`config.mk`:
```
export PLATFORM = sky130hd
export DESIGN_NAME = mra_top
export DESIGN_NICKNAME = d
export VERILOG_FILES = /design/src/core/mra_pkg.sv /design/src/core/mra_top.sv
export SDC_FILE = /design/constraint.sdc
export NUM_CORES = 1
export LEC_CHECK = 0
export BUFFER_PORTS_ARGS = -buffer_cell sky130_fd_sc_hd__clkbuf_2
export CAP_MARGIN = 40
export CORE_UTILIZATION = 38
export CTS_CLUSTER_DIAMETER = 150
export DETAILED_ROUTE_END_ITERATION = 8
export SLEW_MARGIN = 25
export SYNTH_ARGS = -nofsm -noshare
export SYNTH_HDL_FRONTEND = slang
export SYNTH_SLANG_ARGS = --single-unit
```
`constraint.sdc`:
```
create_clock -name sys_clk_in -period 4.4 [get_ports sys_clk_in]
set_clock_uncertainty 0.15 [all_clocks]
set_input_delay 0.66 -clock sys_clk_in [delete_from_list [all_inputs] [get_ports sys_clk_in]]
set_output_delay 0.66 -clock sys_clk_in [all_outputs]
set_load 0.05 [all_outputs]
```
`src/core/mra_pkg.sv`:
```
// constants, types and field layout for the meter register access block
package mra_pkg;
  // ==========================================================
  // serial command layout
  localparam int CMD_BITS = 8; // command byte length
  localparam int ADDR_W = 5; // register select width
  localparam int DATA_W = 16; // widest register served
  localparam int CMD_DIR_BIT = 7; // 1 = write, 0 = read
  // ==========================================================
  // register map
  localparam logic [4:0] MODE_ADDR = 5'h06; // configuration register
  localparam logic [15:0] MODE_RESET = 16'h000C; // power-on value
  localparam logic [4:0] MODE_BITS = 5'h10; // configuration width
  localparam logic [4:0] OTHER_BITS = 5'h08; // width of unserved addresses
  // ==========================================================
  // configuration field positions
  localparam int HPF_OFF_POS = 0;
  localparam int LPF_OFF_POS = 1;
  localparam int PULSE_OFF_POS = 2;
  localparam int DIP_OFF_POS = 3;
  localparam int SUSPEND_POS = 4;
  localparam int TEMP_START_POS = 5;
  localparam int SOFT_RST_POS = 6;
  localparam int CYC_MODE_POS = 7;
  localparam int CH1_SHORT_POS = 8;
  localparam int CH2_SHORT_POS = 9;
  localparam int EXCHANGE_POS = 10;
  localparam int RATE_LSB = 11;
  localparam int SRC_LSB = 13;
  localparam int TEST_POS = 15;
  // ==========================================================
  // timing
  localparam int CLK_PERIOD_NS = 100; // master clock period
  localparam int SOFT_CHIP_RESET_WAIT_NS = 18000; // quiet time after soft reset
  localparam int SOFT_CHIP_RESET_CYC = (SOFT_CHIP_RESET_WAIT_NS + CLK_PERIOD_NS - 1) / CLK_PERIOD_NS;
  localparam int RATE_CNT_W = 10; // divider up to 1024
  // ==========================================================
  // fsm states, one-hot
  typedef enum logic [3:0] {
    ST_CMD = 4'b0001, // collecting command byte
    ST_WR = 4'b0010, // collecting write data
    ST_RD = 4'b0100, // shifting read data out
    ST_RST = 4'b1000 // soft reset quiet time
  } mra_state_e;
  // configuration register, msb first
  typedef struct packed {
    logic factory_test_mode; // 15
    logic [1:0] waveform_source_sel; // 14:13
    logic [1:0] waveform_rate_sel; // 12:11
    logic channel_input_exchange; // 10
    logic ch2_input_short; // 9
    logic ch1_input_short; // 8
    logic line_cycle_accum_mode; // 7
    logic soft_chip_reset; // 6
    logic temp_conversion_start; // 5
    logic converter_suspend; // 4
    logic dip_detect_off; // 3
    logic pulse_output_off; // 2
    logic product_lowpass_off; // 1
    logic highpass_off; // 0
  } mra_mode_s;
  // serial pins toward the host
  typedef struct packed {
    logic sclk; // serial clock
    logic din; // data from host
    logic cs_n; // frame select, low active
  } mra_serial_in_s;
endpackage

```
`src/core/mra_top.sv`:
```
// serial register front end and configuration register of the meter
`timescale 1ns/1ps
module mra_top (
  input wire logic sys_clk_in, // master clock, 10 MHz
  input wire logic rstn_in, // async reset, low active
  input mra_pkg::mra_serial_in_s serial_in, // host serial pins
  input wire logic temp_done_in, // temperature conversion finished
  output logic dout_out, // serial data to host
  output logic dout_oe_out, // high while driving dout
  output mra_pkg::mra_mode_s mode_out, // configuration fields
  output logic soft_reset_out, // chip reset during quiet time
  output logic wave_update_out // waveform update strobe
);
  import mra_pkg::*;

  // ==========================================================
  // reset release
  logic rst_meta_reg; // first stage, read by second only
  logic rstn_sync_reg; // released reset copy

  // two-stage release of the async reset
  always_ff @(posedge sys_clk_in or negedge rstn_in)
  begin
    if (!rstn_in)
    begin
      rst_meta_reg <= 1'b0;
      rstn_sync_reg <= 1'b0;
    end
    else
    begin
      rst_meta_reg <= 1'b1;
      rstn_sync_reg <= rst_meta_reg;
    end
  end

  // ==========================================================
  // helpers
  // bits carried by a register at an address
  function automatic logic [4:0] reg_bits(input logic [4:0] addr);
    reg_bits = (addr == MODE_ADDR) ? MODE_BITS : OTHER_BITS;
  endfunction

  // mask of low counter bits for a waveform rate code
  function automatic logic [RATE_CNT_W-1:0] rate_mask(input logic [1:0] sel);
    case (sel)
      2'h0: rate_mask = 10'h07F; // divide by 128
      2'h1: rate_mask = 10'h0FF; // divide by 256
      2'h2: rate_mask = 10'h1FF; // divide by 512
      default: rate_mask = 10'h3FF; // divide by 1024
    endcase
  endfunction

  // ==========================================================
  // state and datapath declarations
  mra_state_e state_reg; // transfer state
  logic sclk_prev_reg; // serial clock last cycle
  logic [DATA_W-1:0] in_sh_reg; // incoming shift
  logic [DATA_W-1:0] out_sh_reg; // outgoing shift
  logic [4:0] bit_cnt_reg; // bits done in this phase
  logic [4:0] addr_reg; // selected register
  logic [4:0] len_reg; // bits to move for this register
  logic [7:0] rst_cnt_reg; // quiet time counter
  mra_mode_s mode_reg; // configuration register
  logic [RATE_CNT_W-1:0] rate_cnt_reg; // waveform divider
  logic wave_reg; // waveform strobe

  logic rise; // serial clock rising
  logic fall; // serial clock falling
  logic [DATA_W-1:0] shift_next; // in shift after this bit
  logic cmd_done; // command byte complete
  logic wr_done; // write data complete
  logic rd_done; // read data complete
  logic [4:0] cmd_len; // width for the new address

  assign rise = serial_in.sclk & ~sclk_prev_reg;
  assign fall = ~serial_in.sclk & sclk_prev_reg;
  assign shift_next = {in_sh_reg[DATA_W-2:0], serial_in.din};
  assign cmd_done = (state_reg == ST_CMD) && !serial_in.cs_n && rise
                    && (bit_cnt_reg == 5'(CMD_BITS - 1));
  assign wr_done = (state_reg == ST_WR) && !serial_in.cs_n && rise
                   && (bit_cnt_reg == len_reg - 5'h01);
  assign rd_done = (state_reg == ST_RD) && !serial_in.cs_n && rise
                   && (bit_cnt_reg == len_reg - 5'h01);
  assign cmd_len = reg_bits(shift_next[ADDR_W-1:0]);

  // ==========================================================
  // serial clock history
  always_ff @(posedge sys_clk_in or negedge rstn_sync_reg)
  begin
    if (!rstn_sync_reg)
      sclk_prev_reg <= 1'b1; // idle level of a parked clock, no false rise
    else
      sclk_prev_reg <= serial_in.sclk;
  end

  // ==========================================================
  // transfer state machine
  always_ff @(posedge sys_clk_in or negedge rstn_sync_reg)
  begin
    if (!rstn_sync_reg)
    begin
      state_reg <= ST_CMD;
      bit_cnt_reg <= 5'h00;
      addr_reg <= 5'h00;
      len_reg <= OTHER_BITS;
      rst_cnt_reg <= 8'h00;
    end
    else
    begin
      case (state_reg)
        ST_CMD:
        begin
          if (serial_in.cs_n)
            bit_cnt_reg <= 5'h00; // frame ended, restart byte
          else if (cmd_done)
          begin
            // bits 6:5 ignored; top bit picks direction
            addr_reg <= shift_next[ADDR_W-1:0];
            len_reg <= cmd_len;
            bit_cnt_reg <= 5'h00;
            if (shift_next[CMD_DIR_BIT])
              state_reg <= ST_WR;
            else
              state_reg <= ST_RD;
          end
          else if (rise)
            bit_cnt_reg <= bit_cnt_reg + 5'h01;
        end
        ST_WR, ST_RD:
        begin
          if (serial_in.cs_n)
          begin
            state_reg <= ST_CMD; // aborted frame
            bit_cnt_reg <= 5'h00;
          end
          else if (wr_done && addr_reg == MODE_ADDR && shift_next[SOFT_RST_POS])
          begin
            state_reg <= ST_RST;
            rst_cnt_reg <= 8'(SOFT_CHIP_RESET_CYC - 1);
          end
          else if (wr_done || rd_done)
          begin
            state_reg <= ST_CMD;
            bit_cnt_reg <= 5'h00;
          end
          else if (rise)
            bit_cnt_reg <= bit_cnt_reg + 5'h01;
        end
        ST_RST:
        begin
          // serial pins ignored until quiet time ends
          if (rst_cnt_reg == 8'h00)
          begin
            state_reg <= ST_CMD;
            bit_cnt_reg <= 5'h00;
          end
          else
            rst_cnt_reg <= rst_cnt_reg - 8'h01;
        end
        default:
          state_reg <= ST_CMD;
      endcase
    end
  end

  // ==========================================================
  // incoming shift register, msb first
  always_ff @(posedge sys_clk_in or negedge rstn_sync_reg)
  begin
    if (!rstn_sync_reg)
      in_sh_reg <= '0;
    else if (rise && !serial_in.cs_n)
      in_sh_reg <= shift_next;
  end

  // ==========================================================
  // read path: load at decode, change on falling edges
  always_ff @(posedge sys_clk_in or negedge rstn_sync_reg)
  begin
    if (!rstn_sync_reg)
    begin
      out_sh_reg <= '0;
      dout_out <= 1'b0;
      dout_oe_out <= 1'b0;
    end
    else if (cmd_done && !shift_next[CMD_DIR_BIT])
    begin
      // left align the register, unserved addresses read zero
      if (shift_next[ADDR_W-1:0] == MODE_ADDR)
        out_sh_reg <= mode_reg << 1;
      else
        out_sh_reg <= '0;
      dout_out <= (shift_next[ADDR_W-1:0] == MODE_ADDR) ? mode_reg[DATA_W-1] : 1'b0;
      dout_oe_out <= 1'b1;
    end
    else if (rd_done || serial_in.cs_n || state_reg != ST_RD)
    begin
      dout_oe_out <= 1'b0;
      dout_out <= 1'b0;
    end
    else if (fall && bit_cnt_reg != 5'h00)
    begin
      dout_out <= out_sh_reg[DATA_W-1];
      out_sh_reg <= out_sh_reg << 1;
    end
  end

  // ==========================================================
  // configuration register
  always_ff @(posedge sys_clk_in or negedge rstn_sync_reg)
  begin
    if (!rstn_sync_reg)
      mode_reg <= MODE_RESET;
    else if (state_reg == ST_RST)
      mode_reg <= MODE_RESET; // soft reset restores defaults
    else if (wr_done && addr_reg == MODE_ADDR)
      mode_reg <= shift_next; // host write beats done
    else if (temp_done_in)
      mode_reg.temp_conversion_start <= 1'b0;
  end

  // fields drive the datapath straight from the register
  assign mode_out = mode_reg;

  // soft reset strobe, held for the quiet time
  always_ff @(posedge sys_clk_in or negedge rstn_sync_reg)
  begin
    if (!rstn_sync_reg)
      soft_reset_out <= 1'b0;
    else
      soft_reset_out <= (state_reg == ST_RST) && (rst_cnt_reg != 8'h00);
  end

  // ==========================================================
  // waveform update divider
  always_ff @(posedge sys_clk_in or negedge rstn_sync_reg)
  begin
    if (!rstn_sync_reg)
    begin
      rate_cnt_reg <= '0;
      wave_reg <= 1'b0;
    end
    else
    begin
      rate_cnt_reg <= rate_cnt_reg + 10'h001;
      wave_reg <= (rate_cnt_reg & rate_mask(mode_reg.waveform_rate_sel))
                  == rate_mask(mode_reg.waveform_rate_sel);
    end
  end
  assign wave_update_out = wave_reg;
endmodule // mra_top

```
# Word level (Yosys, flattened, before mapping)
# Cells that the tools add are included.
# totals
word_cells	134
out_inout_bits	20
reg_bits	91
# op_classes
n_addsub	4
muxes	37
n_reduce_logical	37
bitwise	6
n_eq_ne	21
# op_table
op	count
16-bit two-way mux	5
5-bit two-way mux	9
10-bit case mux with 3 select lines	1
4-bit two-way mux	6
8-bit two-way mux	3
8-bit case mux with 2 select lines	1
5-bit by 3-bit equality test with 1-bit output (second input constant)	3
1-bit logical AND	15
5-bit case mux with 3 select lines	1
2-bit != test (second input constant)	7
4-bit case mux with 3 select lines	1
10-bit by 1-bit adder with 10-bit output (second input constant)	1
10-bit bitwise AND	1
10-bit equality test	1
10-bit two-way mux	1
3-bit nonzero test	3
8-bit zero test	1
1-bit two-way mux	8
4-bit AND reduction	2
2-bit nonzero test	4
8-bit nonzero test	1
8-bit by 1-bit subtractor with 8-bit output (second input constant)	1
3-bit AND reduction	2
5-bit by 1-bit adder with 5-bit output (second input constant)	1
other kinds (20)	26

# Logic depth before layout (Yosys ltp)
# logic_depth
ltp_word	9
mapped_depth	9
ltp_nobuf	7

# Worst setup path after synthesis
# OpenSTA, ideal clock, no wires.
# synth_timing
path_type	input port to flip-flop
startpoint	in serial_in[0] (netlist name)
endpoint	reg bit_cnt_reg[2]
setup_time_ns	0.124
stages	7
n_path_buf	2
setup_slack_ns	1.893
t_arrival_ns	2.233
cell_sequence	clkbuf_8 -> or4b_1 -> or4_4 -> buf_6 -> nand2_8 -> nor4_2 -> a211o_1
# synth_via
elab_chain_cells	9
word_cells_on_any_way	21
classes_between	1 x eq/ne; 6 x mux; 14 x reduce/logical
# synth_lines
item	line_no	text
from (decl)	mra_top.sv:6	input mra_pkg::mra_serial_in_s serial_in,
1-bit zero test	mra_top.sv:78, mra_top.sv:80, mra_top.sv:82	
1-bit logical AND (on tied branches) (2 in a row)	mra_top.sv:80, mra_top.sv:82	
1-bit logical AND (on tied branches)	mra_top.sv:81, mra_top.sv:83	
1-bit logical OR	mra_top.sv:141	else if (wr_done || rd_done)
5-bit two-way mux	mra_top.sv:141	
5-bit two-way mux	mra_top.sv:136	else if (wr_done && addr_reg == MODE_ADDR && shift_next[SOFT_RST_POS])
5-bit two-way mux	mra_top.sv:131	if (serial_in.cs_n)
5-bit case mux with 3 select lines	mra_top.sv:110	case (state_reg)
to (signal assigned)	mra_top.sv:127	bit_cnt_reg <= bit_cnt_reg + 5'h01;
to (signal assigned)	mra_top.sv:147	bit_cnt_reg <= bit_cnt_reg + 5'h01;
to (decl)	mra_top.sv:59	logic [4:0] bit_cnt_reg;
# Parallel ways exist; a longest one is shown, timed or not. The select of a mux whose other input is x is not followed.
# A chain may end at the register's enable or synchronous reset.

# Worst setup path after layout
# layout_timing
startpoint	reg state_reg[1]
endpoint	reg dout_out
# layout_via
elab_chain_cells	8
word_cells_on_any_way	15
classes_between	3 x eq/ne; 2 x mux; 10 x reduce/logical
# layout_lines
item	line_no	text
from (decl)	mra_top.sv:55	mra_state_e state_reg;
from (signal assigned)	mra_top.sv:102	state_reg <= ST_CMD;
from (signal assigned)	mra_top.sv:122	state_reg <= ST_WR;
from (signal assigned)	mra_top.sv:124	state_reg <= ST_RD;
4-bit by 3-bit equality test with 1-bit output	mra_top.sv:82	assign rd_done = (state_reg == ST_RD) && !serial_in.cs_n && rise
1-bit logical AND (2 in a row)	mra_top.sv:82	
1-bit logical AND	mra_top.sv:83	&& (bit_cnt_reg == len_reg - 5'h01);
1-bit logical OR (2 in a row)	mra_top.sv:196	else if (rd_done || serial_in.cs_n || state_reg != ST_RD)
1-bit two-way mux	mra_top.sv:196	
1-bit two-way mux	mra_top.sv:186	else if (cmd_done && !shift_next[CMD_DIR_BIT])
to (signal assigned)	mra_top.sv:193	dout_out <= (shift_next[ADDR_W-1:0] == MODE_ADDR) ? mode_reg[DATA_W-1] : 1'b0;
to (signal assigned)	mra_top.sv:203	dout_out <= out_sh_reg[DATA_W-1];
to (decl)	mra_top.sv:8	output logic dout_out,
# Parallel ways exist; a longest one is shown, timed or not.

==> results.json <==
{
  "status": "finished clean",
  "max_freq_ghz": 0.3799,
  "cap_viol_max_count": 0,
  "nets": 412,
  "setup_viol": 0,
  "ys_seq_area_share_pct": 55.57,
  "area_delta_synth_final_pct": 12.04,
  "antenna_cells": 0,
  "die_h_um": 103.7,
  "synth_seq_cells": 87,
  "die_w_um": 103.7,
  "port_buffers": 25,
  "gp_congestion": 0.7250,
  "crit_type": "flip-flop to flip-flop",
  "netlist_area_um2": 3929,
  "viasPerCell": 5.096,
  "drive_gt1_share_pct": 19.21,
  "synth_nets": 385,
  "numCtsBuffers": 9,
  "total_power_mw": 1.553,
  "totalWireLength_um": 7674,
  "worstHoldPathType": "flip-flop to async pin",
  "max_slew_margin_pct": 47.83,
  "ctsResizeCount": 0,
  "post-dp-hpwl_um": 5350,
  "arrival_ps": 2790,
  "drc": 0,
  "clock_path_buffers": 2,
  "wl_per_cell_um": 14.24,
  "grt_pass1_vias": 2590,
  "clock_sinks": 87,
  "cp-start-kind": "flip-flop",
  "ant_nets": 0,
  "power_density_nw_per_um2": 352.9,
  "async_reset_ff_share_pct": 100.0,
  "cts_tree": "done",
  "instances_no_fill": 539,
  "io_pins": 26,
  "ys_types": 56,
  "ir_drop_mv": 0.1888,
  "clk_latency_ps": 360,
  "dp_cells": 522,
  "slew_violations": 0,
  "synth-edff-count": 0,
  "ctsHoldBuffers": 1,
  "setup_ws_ps": 1768,
  "core.rowCount": 36,
  "fp.dieArea_um2": 10750,
  "largest_reg_flops": 16,
  "vias": 2747,
  "cp-end-kind": "flip-flop",
  "clk_pin_slew_ps": 100,
  "synth_ff_type": "dfrtp_1",
  "synthCells": 374,
  "htreeDepth": 3,
  "fin_crit_sh_pct": 59.83,
  "antenna_found_initial": 0,
  "yosysWarnings": 0,
  "syn_avg_cell_area_um2": 10.50,
  "critical_path.max_fanout": 15,
  "crit_required_ps": 4560,
  "globalRouteOverflowTotal": 0,
  "place_ws_ps": 1539,
  "r2r_cells": 7,
  "total_leakage_power_nw": 2.130,
  "tightest_slew_ps": 780.7,
  "coreArea_um2": 9910,
  "grt_pass1_wl_um": 13170,
  "hold_viol": 0,
  "grt_usage_pct": 15.44,
  "rsz0062_at_grt": "false",
  "grt_max_degree": 54,
  "dr.pass1.iters": 4,
  "min_period_ps": 2632,
  "drt_iter0_drc": 161,
  "post-cts-setup-buffers": 0,
  "cts_root_buf": "clkbuf_8",
  "start_util_pct": 39.65,
  "tns_ps": 0
}
cell families after synthesis:
kind of cell	after synthesis	synth area share, %
AO/OA/AOI/OAI	70	10.45
adder cells (fa/ha/maj)	5	1.592
multiplexers	27	7.261
AND/OR/NAND/NOR	138	18.34
buffers and inverters	35	4.236
other	1	0.09545
XOR/XNOR	11	2.452
flip-flops	87	55.57
per-layer routing:
layer  vias to the layer above  global-route usage, %  part of all wire (%)
li1                       1365                      -                     -
met1                      1330                  22.60                    51
met2                        43                  22.67                    44
met3                         9                  3.398                   3.4
met4                         0                  4.898                   1.3
met5                         -                      0                     0
worst paths after layout:
kind	endpoint	slack, ps	startpoint
worst max-delay path	dout_out	1770	state_reg[1]
worst min-delay path	rate_cnt_reg[9]	140	rstn_sync_reg
worst max register to register	dout_out	1770	state_reg[1]
worst min register to register	rate_cnt_reg[9]	140	rstn_sync_reg
max in group asynchronous	mode_out[2]	3310	rstn_sync_reg
min in group sys_clk_in	rstn_sync_reg	210	rst_meta_reg
report_power, final:
part | switching (mW) | internal (mW)
logic | 0.0449 | 0.0371
clock network | 0.309 | 0.270
registers | 0.0464 | 0.846
total | 0.401 | 1.15
synth_stat cells (all sizes together), types with 6 or more instances:
master   n  area (um2)
a21oi    8       40.04
buf      6       37.53
clkbuf   9       53.81
dfrtp   82        2052
inv     20       75.07
mux2    12       135.1
mux2i   15       150.1
nand2   47       192.7
nand3   24       120.1
nor2    26       97.59
nor3     6       35.03
nor4     7       56.30
o21ai   46       230.2
xnor2    6       52.55
stage by stage:
stage / utilization [%] / hold slack [ps] / area, um2
2_1_floorplan: - / 181.2 / 3929
3_5_place_dp: 42.29 / 163.0 / 4190
6_report: 44.42 / 139.0 / 4402
4_1_cts: 44.42 / 159.8 / 4402
3_3_place_gp: 42.01 / 192.0 / 4163
5_1_grt: 44.42 / 181.3 / 4402
critical path: stages (launching register included):
cell	delay [ps]
dfrtp_1	490
nor4b_1	540
nand2_1	150
nor3_1	150
buf_4	220
and3_1	520
and2_1	220
o32a_1	120
placed cells by master, fill, tap and decap left out, drive strengths merged, types with 2 or more instances in the layout:
| master | n |
|---|---|
| nand4b | 2 |
| nand2 | 47 |
| and2 | 2 |
| nor4b | 3 |
| dfstp | 5 |
| a211o | 4 |
| or3 | 3 |
| inv | 24 |
| dfrtp | 82 |
| nand3 | 24 |
| nor2 | 26 |
| clkbuf | 34 |
| xor2 | 5 |
| and3 | 3 |
| mux2 | 12 |
| nor4 | 7 |
| a22o | 2 |
| buf | 5 |
| nor3 | 6 |
| a21o | 2 |
| mux2i | 15 |
| nand4 | 3 |
| ha | 5 |
| and2b | 3 |
| o21ai | 46 |
| or4b | 2 |
| o32a | 2 |
| nand2b | 3 |
| a21oi | 8 |
| xnor2 | 6 |
layout make-up:
cell class / count / area [um2]
clock buffers: 9 / 123.9
clock inverters: 7 / 77.57
fillers: 956 / 5508
inverters: 20 / 75.07
multi-input cells: 252 / 1579
flip-flops and latches: 87 / 2187
well taps: 133 / 166.4
repair buffers: 31 / 192.7
(Power assumes the default switching activity.)
